<file path="src/rtl/iopc_map.svh">
`ifndef IOPC_MAP_SVH
`define IOPC_MAP_SVH
// Register byte addresses (low 16 bits of the bus address)
`define IOPC_P3_DATA_ADDR 16'hFFD6
`define IOPC_P3_DIR_ADDR 16'hFFE6
`define IOPC_P3_PULL_ADDR 16'hFFEE
`define IOPC_P3_FUNC_ADDR 16'hFFFD
`define IOPC_SER_CTRL_ADDR 16'hFFF0
`define IOPC_MODE_ADDR 16'hFFF4
`define IOPC_P5_DATA_ADDR 16'hFFD8
`define IOPC_P5_DIR_ADDR 16'hFFE8
`define IOPC_P5_PULL_ADDR 16'hFFEF
// Reset values and read constants
`define IOPC_RST_8 8'h00
`define IOPC_RST_3 3'h0
`define IOPC_RST_1 1'b0
`define IOPC_DIR_READ 32'h000000FF
`define IOPC_ZERO_32 32'h00000000
// Field positions
`define IOPC_FS_CLK 0
`define IOPC_FS_IN 1
`define IOPC_FS_OUT 2
`define IOPC_SC_CKSRC 0
`endif

</file>
<file path="src/rtl/iopc_pkg.sv">
package iopc_pkg;
  // Operating modes of the chip, one-hot
  typedef enum logic [6:0] {
    IOPC_ACTIVE = 7'h01,
    IOPC_SUBACTIVE = 7'h02,
    IOPC_SLEEP = 7'h04,
    IOPC_SUBSLEEP = 7'h08,
    IOPC_WATCH = 7'h10,
    IOPC_STANDBY = 7'h20,
    IOPC_RESET = 7'h40
  } iopc_mode_t;
  // Serial channel side signals toward the pin mux
  typedef struct packed {
    logic sdata_out;
    logic sclk_out;
    logic sclk_src;
  } iopc_ser_tx_t;
  typedef struct packed {
    logic sdata_in;
    logic sclk_in;
  } iopc_ser_rx_t;
  // Pin drive bundle
  typedef struct packed {
    logic [7:0] out;
    logic [7:0] oe;
    logic [7:0] pull;
  } iopc_pins_t;
endpackage

</file>
<file path="src/rtl/iopc_port.sv">
// The Avalon-MM register port was chosen for this implementation.
`timescale 1ns/10ps
`include "iopc_map.svh"
// How it works
// - Pin 2: serial out, else general I/O
// - Pin 1: serial in, else general I/O
// - Pin 0: serial clock out/in, else I/O
// - Reset high-Z; sleep, subsleep and watch hold state
// - Standby high-Z, pulled-up pins show high
// - Port3 pull-up only when input and enabled
// - Port5 data, direction, pull-up registers mapped
// - Port5 read: latch if output, else pin
// - Port5 direction one drives latch out
// - Port5 direction reads all ones
// - Port5 data and direction reset zero
// - Port3 read: latch if output, else pin
// - Port5 pull-up only when input and enabled
module iopc_port import iopc_pkg::*; (
  // Clock and reset
  input wire logic mclk_i,
  input wire logic rstn_i,
  // Avalon-MM slave
  input wire logic [15:0] avs_address_i,
  input wire logic avs_read_i,
  input wire logic avs_write_i,
  input wire logic [31:0] avs_writedata_i,
  output logic [31:0] avs_readdata_o,
  output logic avs_waitrequest_o,
  // Serial channel
  input wire iopc_ser_tx_t ser_tx_i,
  output iopc_ser_rx_t ser_rx_o,
  // Three-pin port
  input wire logic [2:0] p3_pin_i,
  output logic [2:0] p3_pin_o,
  output logic [2:0] p3_pin_oe_o,
  output logic [2:0] p3_pullup_o,
  // Eight-pin port
  input wire logic [7:0] p5_pin_i,
  output logic [7:0] p5_pin_o,
  output logic [7:0] p5_pin_oe_o,
  output logic [7:0] p5_pullup_o
);

  // Register state
  logic [2:0] port3_data;
  logic [2:0] port3_direction;
  logic [2:0] port3_pullup_ctrl;
  logic [2:0] port3_function_select;
  logic serial1_clk_source;
  iopc_mode_t op_mode;
  logic [7:0] port5_data_latch;
  logic [7:0] port5_direction_ctrl;
  logic [7:0] port5_pullup_enable;
  // Handshake state: high in the cycle after a request is taken
  logic ack;
  // Pin state frozen while the chip is not running
  iopc_pins_t p3_held;
  iopc_pins_t p5_held;

  // Live pin drive, before mode gating
  wire logic [2:0] p3_out_w;
  wire logic [2:0] p3_oe_w;
  wire logic [2:0] p3_pull_w;
  wire logic [7:0] p5_out_w;
  wire logic [7:0] p5_oe_w;
  wire logic [7:0] p5_pull_w;
  iopc_pins_t p3_live;
  iopc_pins_t p5_live;
  iopc_pins_t p3_pins;
  iopc_pins_t p5_pins;

  // Bus handshake terms; a request is taken in its first cycle only
  wire logic req = avs_read_i | avs_write_i;
  wire logic take = req & ~ack;
  wire logic rd_take = avs_read_i & ~ack;
  wire logic wr = avs_write_i & ~ack;
  wire logic [7:0] wd = avs_writedata_i[7:0];

  // Address decode
  wire logic hit_p3d = avs_address_i == `IOPC_P3_DATA_ADDR;
  wire logic hit_p3c = avs_address_i == `IOPC_P3_DIR_ADDR;
  wire logic hit_p3u = avs_address_i == `IOPC_P3_PULL_ADDR;
  wire logic hit_p3f = avs_address_i == `IOPC_P3_FUNC_ADDR;
  wire logic hit_sc = avs_address_i == `IOPC_SER_CTRL_ADDR;
  wire logic hit_md = avs_address_i == `IOPC_MODE_ADDR;
  wire logic hit_p5d = avs_address_i == `IOPC_P5_DATA_ADDR;
  wire logic hit_p5c = avs_address_i == `IOPC_P5_DIR_ADDR;
  wire logic hit_p5u = avs_address_i == `IOPC_P5_PULL_ADDR;

  // Write strobes, one per register
  wire logic we_p3d = wr & hit_p3d;
  wire logic we_p3c = wr & hit_p3c;
  wire logic we_p3u = wr & hit_p3u;
  wire logic we_p3f = wr & hit_p3f;
  wire logic we_sc = wr & hit_sc;
  wire logic we_md = wr & hit_md;
  wire logic we_p5d = wr & hit_p5d;
  wire logic we_p5c = wr & hit_p5c;
  wire logic we_p5u = wr & hit_p5u;

  // Function selects per pin
  wire logic fs_out = port3_function_select[`IOPC_FS_OUT];
  wire logic fs_in = port3_function_select[`IOPC_FS_IN];
  wire logic fs_clk = port3_function_select[`IOPC_FS_CLK];

  // Mode decode; sleep, subsleep, watch and reset codes hold the pins
  wire logic run = (op_mode == IOPC_ACTIVE) | (op_mode == IOPC_SUBACTIVE);
  wire logic stby = op_mode == IOPC_STANDBY;

  // Read-back values: latch for outputs, live pin for inputs
  wire logic [2:0] p3_read =
    (port3_data & port3_direction) | (p3_pin_i & ~port3_direction);
  wire logic [7:0] p5_read =
    (port5_data_latch & port5_direction_ctrl) | (p5_pin_i & ~port5_direction_ctrl);

  // Read words per register, zero-extended to the bus width
  wire logic [31:0] rw_p3d = {29'h0, p3_read};
  wire logic [31:0] rw_p3u = {29'h0, port3_pullup_ctrl};
  wire logic [31:0] rw_p3f = {29'h0, port3_function_select};
  wire logic [31:0] rw_sc = {31'h0, serial1_clk_source};
  wire logic [31:0] rw_md = {25'h0, op_mode};
  wire logic [31:0] rw_p5d = {24'h0, p5_read};
  wire logic [31:0] rw_p5u = {24'h0, port5_pullup_enable};
  // Both direction registers are write-only and read all ones
  wire logic [31:0] rw_dir = `IOPC_DIR_READ;

  // Read select; addresses are distinct, so at most one term is live
  wire logic [31:0] rdata =
    ({32{hit_p3d}} & rw_p3d) |
    ({32{hit_p3c}} & rw_dir) |
    ({32{hit_p3u}} & rw_p3u) |
    ({32{hit_p3f}} & rw_p3f) |
    ({32{hit_sc}} & rw_sc) |
    ({32{hit_md}} & rw_md) |
    ({32{hit_p5d}} & rw_p5d) |
    ({32{hit_p5c}} & rw_dir) |
    ({32{hit_p5u}} & rw_p5u);

  // One wait state: waitrequest high in the first cycle only
  assign avs_waitrequest_o = take;

  // Acknowledge flag, set by the edge that takes a request
  always_ff @(posedge mclk_i or negedge rstn_i) begin
    if (!rstn_i) begin
      ack <= `IOPC_RST_1;
    end else begin
      ack <= take;
    end
  end

  // Read data captured at the taking edge, held until the next read
  always_ff @(posedge mclk_i or negedge rstn_i) begin
    if (!rstn_i) begin
      avs_readdata_o <= `IOPC_ZERO_32;
    end else if (rd_take) begin
      avs_readdata_o <= rdata;
    end
  end

  // Three-pin output latch
  always_ff @(posedge mclk_i or negedge rstn_i) begin
    if (!rstn_i) begin
      port3_data <= `IOPC_RST_3;
    end else if (we_p3d) begin
      port3_data <= wd[2:0];
    end
  end

  // Three-pin direction
  always_ff @(posedge mclk_i or negedge rstn_i) begin
    if (!rstn_i) begin
      port3_direction <= `IOPC_RST_3;
    end else if (we_p3c) begin
      port3_direction <= wd[2:0];
    end
  end

  // Three-pin pull-up enables
  always_ff @(posedge mclk_i or negedge rstn_i) begin
    if (!rstn_i) begin
      port3_pullup_ctrl <= `IOPC_RST_3;
    end else if (we_p3u) begin
      port3_pullup_ctrl <= wd[2:0];
    end
  end

  // Three-pin function selects
  always_ff @(posedge mclk_i or negedge rstn_i) begin
    if (!rstn_i) begin
      port3_function_select <= `IOPC_RST_3;
    end else if (we_p3f) begin
      port3_function_select <= wd[2:0];
    end
  end

  // Serial clock source
  always_ff @(posedge mclk_i or negedge rstn_i) begin
    if (!rstn_i) begin
      serial1_clk_source <= `IOPC_RST_1;
    end else if (we_sc) begin
      serial1_clk_source <= wd[`IOPC_SC_CKSRC];
    end
  end

  // Operating mode; a non one-hot code holds the pins like sleep
  always_ff @(posedge mclk_i or negedge rstn_i) begin
    if (!rstn_i) begin
      op_mode <= IOPC_ACTIVE;
    end else if (we_md) begin
      op_mode <= iopc_mode_t'(wd[6:0]);
    end
  end

  // Eight-pin output latch
  always_ff @(posedge mclk_i or negedge rstn_i) begin
    if (!rstn_i) begin
      port5_data_latch <= `IOPC_RST_8;
    end else if (we_p5d) begin
      port5_data_latch <= wd;
    end
  end

  // Eight-pin direction, write-only
  always_ff @(posedge mclk_i or negedge rstn_i) begin
    if (!rstn_i) begin
      port5_direction_ctrl <= `IOPC_RST_8;
    end else if (we_p5c) begin
      port5_direction_ctrl <= wd;
    end
  end

  // Eight-pin pull-up enables
  always_ff @(posedge mclk_i or negedge rstn_i) begin
    if (!rstn_i) begin
      port5_pullup_enable <= `IOPC_RST_8;
    end else if (we_p5u) begin
      port5_pullup_enable <= wd;
    end
  end

  // Pin 2: serial data out when selected, else general I/O
  assign p3_out_w[2] = fs_out ? ser_tx_i.sdata_out : port3_data[2];
  assign p3_oe_w[2] = fs_out | port3_direction[2];
  // Pin 1: serial data in when selected, so never driven then
  assign p3_out_w[1] = port3_data[1];
  assign p3_oe_w[1] = ~fs_in & port3_direction[1];
  // Pin 0: serial clock out or in when selected, else general I/O
  assign p3_out_w[0] = fs_clk ? ser_tx_i.sclk_out : port3_data[0];
  assign p3_oe_w[0] = fs_clk ? ~ser_tx_i.sclk_src : port3_direction[0];

  // Pull-up per pin: only an undriven pin with its direction bit clear and its enable bit set
  for (genvar n = 0; n < 3; n++) begin : g_p3_pull
    assign p3_pull_w[n] =
      ~p3_oe_w[n] & ~port3_direction[n] & port3_pullup_ctrl[n];
  end

  // Eight-pin port: each direction bit picks output or input per pin
  for (genvar i = 0; i < 8; i++) begin : g_p5_pin
    assign p5_out_w[i] = port5_data_latch[i];
    assign p5_oe_w[i] = port5_direction_ctrl[i];
    assign p5_pull_w[i] = ~port5_direction_ctrl[i] & port5_pullup_enable[i];
  end

  // Live bundles, padded to the shared pin width
  assign p3_live = {5'h00, p3_out_w, 5'h00, p3_oe_w, 5'h00, p3_pull_w};
  assign p5_live = {p5_out_w, p5_oe_w, p5_pull_w};

  // Serial inputs returned from the pins
  assign ser_rx_o.sdata_in = p3_pin_i[1];
  assign ser_rx_o.sclk_in = p3_pin_i[0];

  // Three-pin snapshot, frozen outside the run modes
  always_ff @(posedge mclk_i or negedge rstn_i) begin
    if (!rstn_i) begin
      p3_held <= '0;
    end else if (run) begin
      p3_held <= p3_live;
    end
  end

  // Eight-pin snapshot, frozen outside the run modes
  always_ff @(posedge mclk_i or negedge rstn_i) begin
    if (!rstn_i) begin
      p5_held <= '0;
    end else if (run) begin
      p5_held <= p5_live;
    end
  end

  // Standby: float, pulled-up pins driven high
  function automatic iopc_pins_t stby_pins(input iopc_pins_t p);
    iopc_pins_t s;
    s.out = p.pull;
    s.oe = p.pull;
    s.pull = p.pull;
    return s;
  endfunction

  assign p3_pins = stby ? stby_pins(p3_held) : (run ? p3_live : p3_held);
  assign p5_pins = stby ? stby_pins(p5_held) : (run ? p5_live : p5_held);

  // Three-pin drive value
  always_ff @(posedge mclk_i or negedge rstn_i) begin
    if (!rstn_i) begin
      p3_pin_o <= `IOPC_RST_3;
    end else begin
      p3_pin_o <= p3_pins.out[2:0];
    end
  end

  // Three-pin enables; reset leaves every pin floating
  always_ff @(posedge mclk_i or negedge rstn_i) begin
    if (!rstn_i) begin
      p3_pin_oe_o <= `IOPC_RST_3;
    end else begin
      p3_pin_oe_o <= p3_pins.oe[2:0];
    end
  end

  // Three-pin pull-ups, off after reset
  always_ff @(posedge mclk_i or negedge rstn_i) begin
    if (!rstn_i) begin
      p3_pullup_o <= `IOPC_RST_3;
    end else begin
      p3_pullup_o <= p3_pins.pull[2:0];
    end
  end

  // Eight-pin drive value
  always_ff @(posedge mclk_i or negedge rstn_i) begin
    if (!rstn_i) begin
      p5_pin_o <= `IOPC_RST_8;
    end else begin
      p5_pin_o <= p5_pins.out;
    end
  end

  // Eight-pin enables; reset leaves every pin floating
  always_ff @(posedge mclk_i or negedge rstn_i) begin
    if (!rstn_i) begin
      p5_pin_oe_o <= `IOPC_RST_8;
    end else begin
      p5_pin_oe_o <= p5_pins.oe;
    end
  end

  // Eight-pin pull-ups, off after reset
  always_ff @(posedge mclk_i or negedge rstn_i) begin
    if (!rstn_i) begin
      p5_pullup_o <= `IOPC_RST_8;
    end else begin
      p5_pullup_o <= p5_pins.pull;
    end
  end

endmodule // iopc_port

</file>
<file path="config.mk">
export PLATFORM = sky130hd
export DESIGN_NAME = iopc_port
export DESIGN_NICKNAME = d
export VERILOG_FILES = /design/src/rtl/iopc_pkg.sv /design/src/rtl/iopc_port.sv
export VERILOG_INCLUDE_DIRS = /design/src /design/src/rtl
export SDC_FILE = /design/constraint.sdc
export NUM_CORES = 1
export LEC_CHECK = 0
export BUFFER_PORTS_ARGS = -buffer_cell sky130_fd_sc_hd__buf_2
export CELL_PAD_IN_SITES_DETAIL_PLACEMENT = 1
export CELL_PAD_IN_SITES_GLOBAL_PLACEMENT = 1
export CORE_ASPECT_RATIO = 2
export CORE_UTILIZATION = 38
export DETAILED_ROUTE_END_ITERATION = 8
export PLACE_DENSITY = 0.82
export SLEW_MARGIN = 20
export SYNTH_ARGS = -nofsm -noshare
export SYNTH_HDL_FRONTEND = slang
export SYNTH_SLANG_ARGS = --single-unit
</file>
<file path="constraint.sdc">
create_clock -name mclk_i -period 1.9 [get_ports mclk_i]
set_input_delay 0.38 -clock mclk_i [delete_from_list [all_inputs] [get_ports mclk_i]]
set_output_delay 0.38 -clock mclk_i [all_outputs]
set_load 0.01 [all_outputs]
</file>
==> impl_metrics.ini, run 1 <==
[die]
die_area_um2 = 14400
coreArea_um2 = 13500
num_rows = 60
die_h_um = 169
boundaryPins = 134
dieWidth_um = 85.5
initial_core_util_pct = 39.2

[worst_setup_path]
cpPeakStageDelay_ns = 0.54
crit_buf_inv = 2
crit_fanout = 7
cp.arrival_ns = 2.46
critPathSlowestCell = or4_4
start_kind = flip-flop
cp.required_ns = 2.21
critPathCaptureType = flip-flop
cp_top_family = simple AND/OR/NAND/NOR gates
critical_path_class = flip-flop to flip-flop
path_cells = or4_4 > buf_4 > or4b_4 > clkbuf_16 > a21bo_2

[yosys]
synth.avg_cell_area_um2 = 12.3
yosys-top-cells-area = dfrtp_1, mux2_2, mux2_4
yosysSeqAreaShare_pct = 56.3
yosys_warnings = 0
synth_edf_count = 0
synth_top_area_share_pct = 55.8
synth_top_area_cell = dfrtp_1
synthArstFlopShare_pct = 100
synthCells = 432
synth_cell_types = 50
ys_ff_latch = 119
synthFlopType = dfrtp_1
syn-cell-area_um2 = 5300

[sta]
hold_viol = 0
slew_viol_final = 0
tns_ns = -6.38
rsz0062_at_grt = true
fin_crit_sh_pct = 113
clock_skew_ns = 0.00661
max_freq_mhz = 464
final.setup.worst_slack_ns = -0.256
setup_viol = 48
finalCriticalPeriod_ns = 2.16
max_slew_margin_pct = 63.9
tightest_slew_ns = 0.541

[placement]
place_inst = 710
io_buffers = 85
hpwlAfterDp_um = 10700
gp_congestion = 0.860
pre_cts_ws_ns = -0.248

[layout]
final_common_cell = dfrtp_1
layout_common_cells = dfrtp_1, buf_2, nand2_1, buf_4, mux2_2
fin_cells = 749
nets = 646
drive_gt1_share_pct = 47.6
syn_to_final_growth_pct = 34.6
utilization_pct = 52.7

[route]
drc_errors = 0
first_iter_violations = 235
ant_nets = 0
drtPass1Iterations = 4
route.vias.total = 3969
drt-wirelength-per-cell_um = 20.6
vias_per_cell = 5.30
routed_wl_um = 15400

[cts]
cts_max_level = 4
cts_made_buffers = 17
clk_path_buf_depth = 2
root_buffer = clkbuf_16
tritoncts = yes
cts.sinks = 119
clk_pin_slew_ns = 0.06
clk_latency_ns = 0.42

[pwr]
powerDensity_nw_per_um2 = 932
finalPower_uw = 6640
peakVddDrop_mv = 0.610
p_leak_uw = 0.00373

[global_routing]
grt_use_total_pct = 22.9
grt_overflow = 0
grt_pass1_wl_um = 24700
antenna_found_initial = 1
grt_pass1_vias = 4564
grt_max_degree = 40

[hold_path]
hp-class = primary input to flip-flop

[run_status]
status = finished with violations
violations = negative setup slack

[job]
maxCapViolCount = 0
-- final timing paths --
check,start,to,slack [ns],depth (start not counted)
setup / recovery,op_mode[3],p3_pin_o[2],-0.26,5
hold / removal,avs_writedata_i[7],p5_out_w[7],0.23,2
min in group asynchronous,rstn_i,p5_held[20],0.50,2
setup reg to reg,op_mode[3],p3_pin_o[2],-0.26,5
max in group asynchronous,rstn_i,op_mode[0],0.75,3
hold reg to reg,p3_held[9],p3_held[9],0.47,2
-- through the flow --
stage          hold WS (ns)  instance area (um^2)
4_1_cts               0.221                  7040
3_3_place_gp          0.380                  6310
5_1_grt               0.233                  7130
2_1_floorplan        0.0844                  5470
6_report              0.229                  7130
3_5_place_dp          0.388                  6310
-- cell type report --
cell class	instances	area (um^2)
Fill cell	1461	6390
Multi-Input combinational cell	294	2260
Antenna cell	1	2.50
Inverter	4	15.0
Sequential cell	119	2980
Clock buffer	20	467
Clock inverter	12	198
Tap cell	155	194
Timing Repair Buffer	144	1020
-- timing repair --
| item | in CTS | in global routing |
|---|---|---|
| endpoints found under the hold margin | 35 | 0 |
| setup buffers | 0 | 4 |
| gates resized for setup | 14 | 11 |
| hold buffers | 1 | 0 |
| gates cloned | 0 | 1 |
| setup endpoints to repair | 51 | 58 |
-- synthesized netlist by cell type (2+ instances only) --
cell and instances:
buf_4 28, a32o_1 2, nor4_1 2, nand4_1 9, a32oi_1 2, or4_4 2
o41ai_1 4, clkbuf_1 4, nand3b_1 11, mux2i_1 5, o32a_1 2, nand2_1 48
nand2b_1 3, nor2_1 54, nor2b_1 5, buf_6 2, and3_1 2, a31oi_1 6
o21ai_0 6, a21bo_2 4, mux2_4 17, buf_2 3, mux2_2 52, inv_1 4
nor4b_4 2, a22oi_1 7, nand3_1 4, dfrtp_1 118, a21oi_1 3
-- where the power goes --
group          leakage [uW]  switching [uW]  total, uW  internal [uW]
registers           0.00160            30.8       2610           2580
logic               0.00180             241        399            158
clock network      0.000322            1210       3640           2430
-- registers in the layout, summed over array words and instances, names as in the netlist, 7 cells and up --
name / cells
p3_held: 9
p5_pullup_o: 8
p5_held: 24
p5_out_w: 8
p5_oe_w: 8
op_mode: 7
p5_pin_oe_o: 8
port5_pullup_enable: 8
avs_readdata_o: 8
p5_pin_o: 8
-- worst reg2reg max path, delay by kind of cell, from the launching register on --
| kind | cells | cell delay [ns] |
|---|---|---|
| AND/OR/NAND/NOR | 2 | 1.08 |
| flip-flops | 1 | 0.38 |
| buffers and inverters | 2 | 0.37 |
| AO/OA/AOI/OAI | 1 | 0.20 |
-- routing by layer --
metal  vias up  wire length, um  global-route usage (%)
li1       1763                -                       -
met1      2022             5540                    23.7
met2       134             8710                    42.2
met3        50              487                    4.29
met4         0              710                    13.5
met5         -                0                       0
-- cells by family (layout without fill, tap and decap cells) --
group	Yosys count	count (layout)	share of synthesized area, %
xor+xnor	1	1	0.165
other cells	1	25	0.0708
simple gates	156	156	15.8
mux	74	74	16.8
compound gates	39	39	5.53
buf+inv	42	180	5.32
flops	119	119	56.3
Note: power is estimated with default switching activity, not from simulation.
==> run 2: changes to the inputs <==
ABC_AREA = 1   (was unset)
CORE_UTILIZATION = 36   (was 38)
TNS_END_PERCENT = 10   (was unset)
==> run 2 against run 1 <==
The flow now finishes without violations. Worst setup slack better by 0.40 ns. Utilization decreased by 7.5 points. Via count increased by 14%.
==> impl_metrics.ini, run 2 <==
[cts]
clk_pin_slew_ns = 0.06
cts_max_level = 4
postCtsSetupRepairBufs = 0
root_buffer = clkbuf_16
tritoncts = yes
clk_path_buf_depth = 2
cts.sinks = 119
cts_made_buffers = 17
clk_latency_ns = 0.42

[layout]
reg.largest.list = p5_held (24), p3_held (9)
design_area_um2 = 6700
regMostFlops = p5_held
syn_to_final_growth_pct = 22.5
largest_reg_flops = 24
diodes = 0
num-fill-cells = 1789
final_common_cell = nand2_1
nets = 769
layout_common_cells = nand2_1, dfrtp_1, buf_2, inv_1, o21ai_0
drive_gt1_share_pct = 24.9

[yosys]
synthArstFlopShare_pct = 100
yosys-top-cells-count = nand2_1, dfrtp_1, inv_1
synth_top_area_cell = dfrtp_1
ys_ff_latch = 119
synth_edf_count = 0
yosys-top-cells-area = dfrtp_1, nand2_1, o21ai_0
syn-cell-area_um2 = 5470
yosysSeqAreaShare_pct = 54.4
synth.avg_cell_area_um2 = 9.07
yosysMostFrequentCell = nand2_1
synthCells = 603
synthFlopType = dfrtp_1
synth_top_area_share_pct = 54.0
synth_cell_types = 34
yosys_warnings = 0

[sta]
final.setup.worst_slack_ns = 0.141
tns_ns = 0
holdWs_ns = 0.199
setup_viol = 0
max_freq_mhz = 568
slew_viol_final = 0
hold_viol = 0
fin_crit_sh_pct = 92.6
finalCriticalPeriod_ns = 1.76
rsz0062_at_grt = false
clock_skew_ns = 0.00772

[pwr]
p_int_uw = 5020
p_leak_uw = 0.00333
power_frac_clock_pct = 53.5
p_sw_uw = 1390
power_frac_seq_pct = 40.7
powerDensity_nw_per_um2 = 956
p_comb_share_pct = 5.8
p_sw_share_pct = 21.7
peakVddDrop_mv = 0.580

[die]
initial_core_util_pct = 36.9
die_h_um = 176
coreArea_um2 = 14800
num_rows = 63
boundaryPins = 134
die_area_um2 = 15700
dieWidth_um = 89.2

[global_routing]
grt_max_degree = 47
grt_pass1_vias = 4936
gr-usage-met2_pct = 35.7
grt_pass1_wl_um = 24200
antenna_found_initial = 0
grt_util_met3_pct = 4.25
grt_overflow = 0
use_met1_pct = 22.2
grt_use_total_pct = 20.6
top_usage_layer = met2

[placement]
placed_cell_area_um2 = 6050
hpwlAfterDp_um = 10400
io_buffers = 85
pre_cts_ws_ns = 0.0807
gp_congestion = 0.892

[worst_setup_path]
crit_fanout = 23
critical_path_class = flip-flop to flip-flop
cp.arrival_ns = 2.04
start_kind = flip-flop
critPathCaptureType = flip-flop
cp.required_ns = 2.19

[route]
routed_wl_um = 14700
drc_errors = 0
first_iter_violations = 146
drtPass1Iterations = 4
ant_nets = 0
vias_per_cell = 4.96
route.vias.total = 4522
drt-wirelength-per-cell_um = 16.1

[run_status]
status = finished, final reports clean

[job]
maxCapViolCount = 0

[hold_path]
hp-class = primary input to flip-flop
run 2: logic make-up after synthesis:
group	count (synthesis)	share of synthesized area, %
AO/OA/AOI/OAI	124	13.9
buffers and inverters	106	10.1
flip-flops	119	54.4
multiplexers	5	1.03
other	1	0.0685
AND/OR/NAND/NOR	248	20.4
run 2: per-layer routing:
metal | vias to the layer above | part of all wire (%) | routed length, um
met5 | - | 0 | 0
li1 | 2115 | - | -
met4 | 0 | 5.1 | 745
met1 | 2214 | 38 | 5590
met3 | 56 | 3.3 | 491
met2 | 137 | 53 | 7830
run 2: area by class of cell:
| cell class | count | area (um^2) | share of cell area [%] |
|---|---|---|---|
| Sequential cell | 119 | 2980 | 44.4 |
| Multi-Input combinational cell | 401 | 2030 | 30.2 |
| Timing Repair Buffer | 100 | 572 | 8.53 |
| Clock buffer | 26 | 529 | 7.89 |
| Tap cell | 195 | 244 | 3.64 |
| Inverter | 64 | 243 | 3.62 |
| Clock inverter | 6 | 110 | 1.64 |
run 2: timing repair:
action	in CTS	in global routing
gates resized for setup	0	3
hold buffers	1	0
endpoints found under the setup margin	0	3
endpoints found under the hold margin	30	0
run 2: power groups by stage:
stage                     sequential (uW)  combinational, uW  clock [uW]
final                                2610                371        3430
after global routing                 2610                421        3580
after CTS                            2610                378        3470
after detailed placement             2650                373           0
after global placement               2650                363           0
after floorplan                      2670                188           0
run 2: path summary, 6_finish.rpt:
check / from / to / slack (ns) / cells after the start
max: op_mode[0] / p5_pin_oe_o[2] / 0.14 / 8
min: avs_read_i / ack / 0.20 / 3
max reg2reg: op_mode[0] / p5_pin_oe_o[2] / 0.14 / 8
min reg2reg: port5_pullup_enable[3] / port5_pullup_enable[3] / 0.49 / 2
max in group asynchronous: rstn_i / p3_held[0] / 0.83 / 3
min in group asynchronous: rstn_i / p5_pin_oe_o[6] / 0.46 / 2
run 2: critical path, stage by stage, from the launching register on:
cell and delay (ns):
dfstp_2 0.56, nor2_1 0.07, nor2_1 0.13, nand2_2 0.09, buf_6 0.18, or2_2 0.32, o21a_1 0.13, nand2_1 0.07
o21ai_1 0.08
run 2: through the flow:
stage,power (uW),std cells,util [%]
after floorplan,2860,626,-
after global routing,6620,911,45.2
after CTS,6450,911,45.2
after detailed placement,3030,878,40.8
final,6410,911,45.2
after global placement,3010,878,40.8
==> run 3: changes to the inputs <==
BUFFER_PORTS_ARGS = unset   (was -buffer_cell sky130_fd_sc_hd__buf_2)
CORE_UTILIZATION = 43   (was 36)
DONT_BUFFER_PORTS = 1   (was unset)
==> run 3 against run 2 <==
The flow now finishes with violations (negative hold slack). Critical endpoint unchanged. Register-to-register slack about the same. Maximum frequency down 0.52%. Sequential share of layout area up 4.1 points.
==> impl_metrics.ini, run 3 (same netlist as run 2, synthesis figures left out) <==
[cts]
clk_path_buf_depth = 2
tritoncts = yes
clk_pin_slew_ns = 0.06
cts_max_level = 4
post_cts_resized = 0
clk_latency_ns = 0.42
cts.sinks = 119
root_buffer = clkbuf_16
cts_made_buffers = 17
postCtsSetupRepairBufs = 0

[job]
maxCapViolCount = 0

[worst_setup_path]
critPathCaptureType = flip-flop
r2r_cells = 8
r2r-end = p5_pin_oe_o[2]
cp_top_family = flip-flops
start_kind = flip-flop
cp.arrival_ns = 2.10
r2r_start = op_mode[0]
path_cells = nor2_1 > nor2_1 > nand2_2 > inv_2 > buf_4 > o21a_1 > nand2_1 > o21ai_1
critPathSlowestCell = dfstp_2
cp-startpoint = op_mode[0]
rrSetupSlack_ns = 0.13
cpPeakStageDelay_ns = 0.55
crit_buf_inv = 2
cp.required_ns = 2.24
crit_end = p5_pin_oe_o[2]
crit_fanout = 22
critical_path_class = flip-flop to flip-flop
crit_cells = 8
cpMostUsedCell = nor2_1

[sta]
setup_viol = 0
finalCriticalPeriod_ns = 1.77
rsz0062_at_grt = false
fin_crit_sh_pct = 93.1
tns_ns = 0
hold_viol = 119
slew_viol_final = 0
holdWs_ns = -0.347
clock_skew_ns = 0.00718
max_freq_mhz = 565

[pwr]
peakVddDrop_mv = 0.708
powerDensity_nw_per_um2 = 1000
finalPower_uw = 6160
p_leak_uw = 0.00292

[global_routing]
grt_overflow = 0
grt_pass1_vias = 4529
grt_max_degree = 120
antenna_found_initial = 1
grt_use_total_pct = 23.3
grt_pass1_wl_um = 23000

[layout]
syn_to_final_growth_pct = 12.2
multi_input_area_um2 = 2030
nets = 679
final_common_cell = nand2_1
register_area_um2 = 2980
drive_gt1_share_pct = 14.5
num-fill-cells = 1480
reg.largest.list = p5_held (24), p3_held (9)
regMostFlops = p5_held
largest_reg_flops = 24
layout_common_cells = nand2_1, dfrtp_1, inv_1, o21ai_0, nor2_1

[die]
die_h_um = 162
coreArea_um2 = 12500
die_area_um2 = 13200
initial_core_util_pct = 43.8
num_rows = 58
boundaryPins = 134
dieWidth_um = 81.8

[route]
routed_wl_um = 13700
drtPass1Iterations = 4
ant_nets = 0
route.vias.total = 4178
drt-wirelength-per-cell_um = 17.6
vias_per_cell = 5.38
drc_errors = 0
first_iter_violations = 271

[placement]
io_buffers = 0
hpwlAfterDp_um = 9590
gp_congestion = 0.850

[run_status]
violations = negative hold slack
status = finished with violations

[hold_path]
hp-class = primary input to asynchronous set/reset pin
-- run 3: cell count changes in the layout (fill, tap and decap cells not counted), moves of 2 or more --
cell / previous run / this run
clkbuf_8: 7 / 0
clkinv_4: 0 / 3
inv_6: 0 / 5
buf_2: 84 / 0
clkbuf_1: 2 / 0
buf_4: 12 / 9
-- run 3: layer usage --
layer  GRT usage [%]  wire length (um)  up-vias
met5               0                 0        -
met2            39.3              7370      128
met3            4.80               648       29
li1                -                 -     1935
met1            26.9              5220     2086
met4            12.2               439        0
-- run 3: power breakdown --
part	switching [uW]	internal [uW]
Sequential	49.4	2580
Clock	1250	2090
Combinational	133	57.0
-- run 3: worst min path at each step --
| stage | start | to | slack [ns] | cells after the start |
|---|---|---|---|---|
| 6_report | rstn_i | p3_pin_o[1] | -0.35 | 0 |
| 2_1_floorplan | rstn_i | ack | 0.08 | 0 |
| 3_3_place_gp | rstn_i | p3_pullup_o[0] | 0.09 | 0 |
| 5_1_grt | rstn_i | port3_direction[0] | -0.36 | 0 |
| 4_1_cts | rstn_i | port3_function_select[1] | -0.36 | 0 |
| 3_5_place_dp | rstn_i | p3_pin_o[0] | 0.09 | 0 |
-- run 3: layout make-up --
class,count,share of cell area [%]
flip-flops and latches,119,48.5
clock inverters,15,3.12
clock buffers,17,6.93
multi-input cells,401,33.0
well taps,150,3.06
repair buffers,10,1.43
inverters,64,3.91
diodes,1,0.0407
-- run 3: per-stage QoR --
| stage | hold WS (ns) | utilization (%) | area [um^2] | std cells | worst slack (ns) |
|---|---|---|---|---|---|
| after floorplan | 0.0844 | - | 5560 | 626 | 0.441 |
| after global placement | 0.0882 | 44.2 | 5520 | 744 | 0.229 |
| after detailed placement | 0.0879 | 44.2 | 5520 | 744 | 0.146 |
| after CTS | -0.357 | 49.2 | 6140 | 776 | 0.106 |
| after global routing | -0.356 | 49.2 | 6140 | 777 | 0.0145 |
| final | -0.347 | 49.2 | 6140 | 777 | 0.131 |
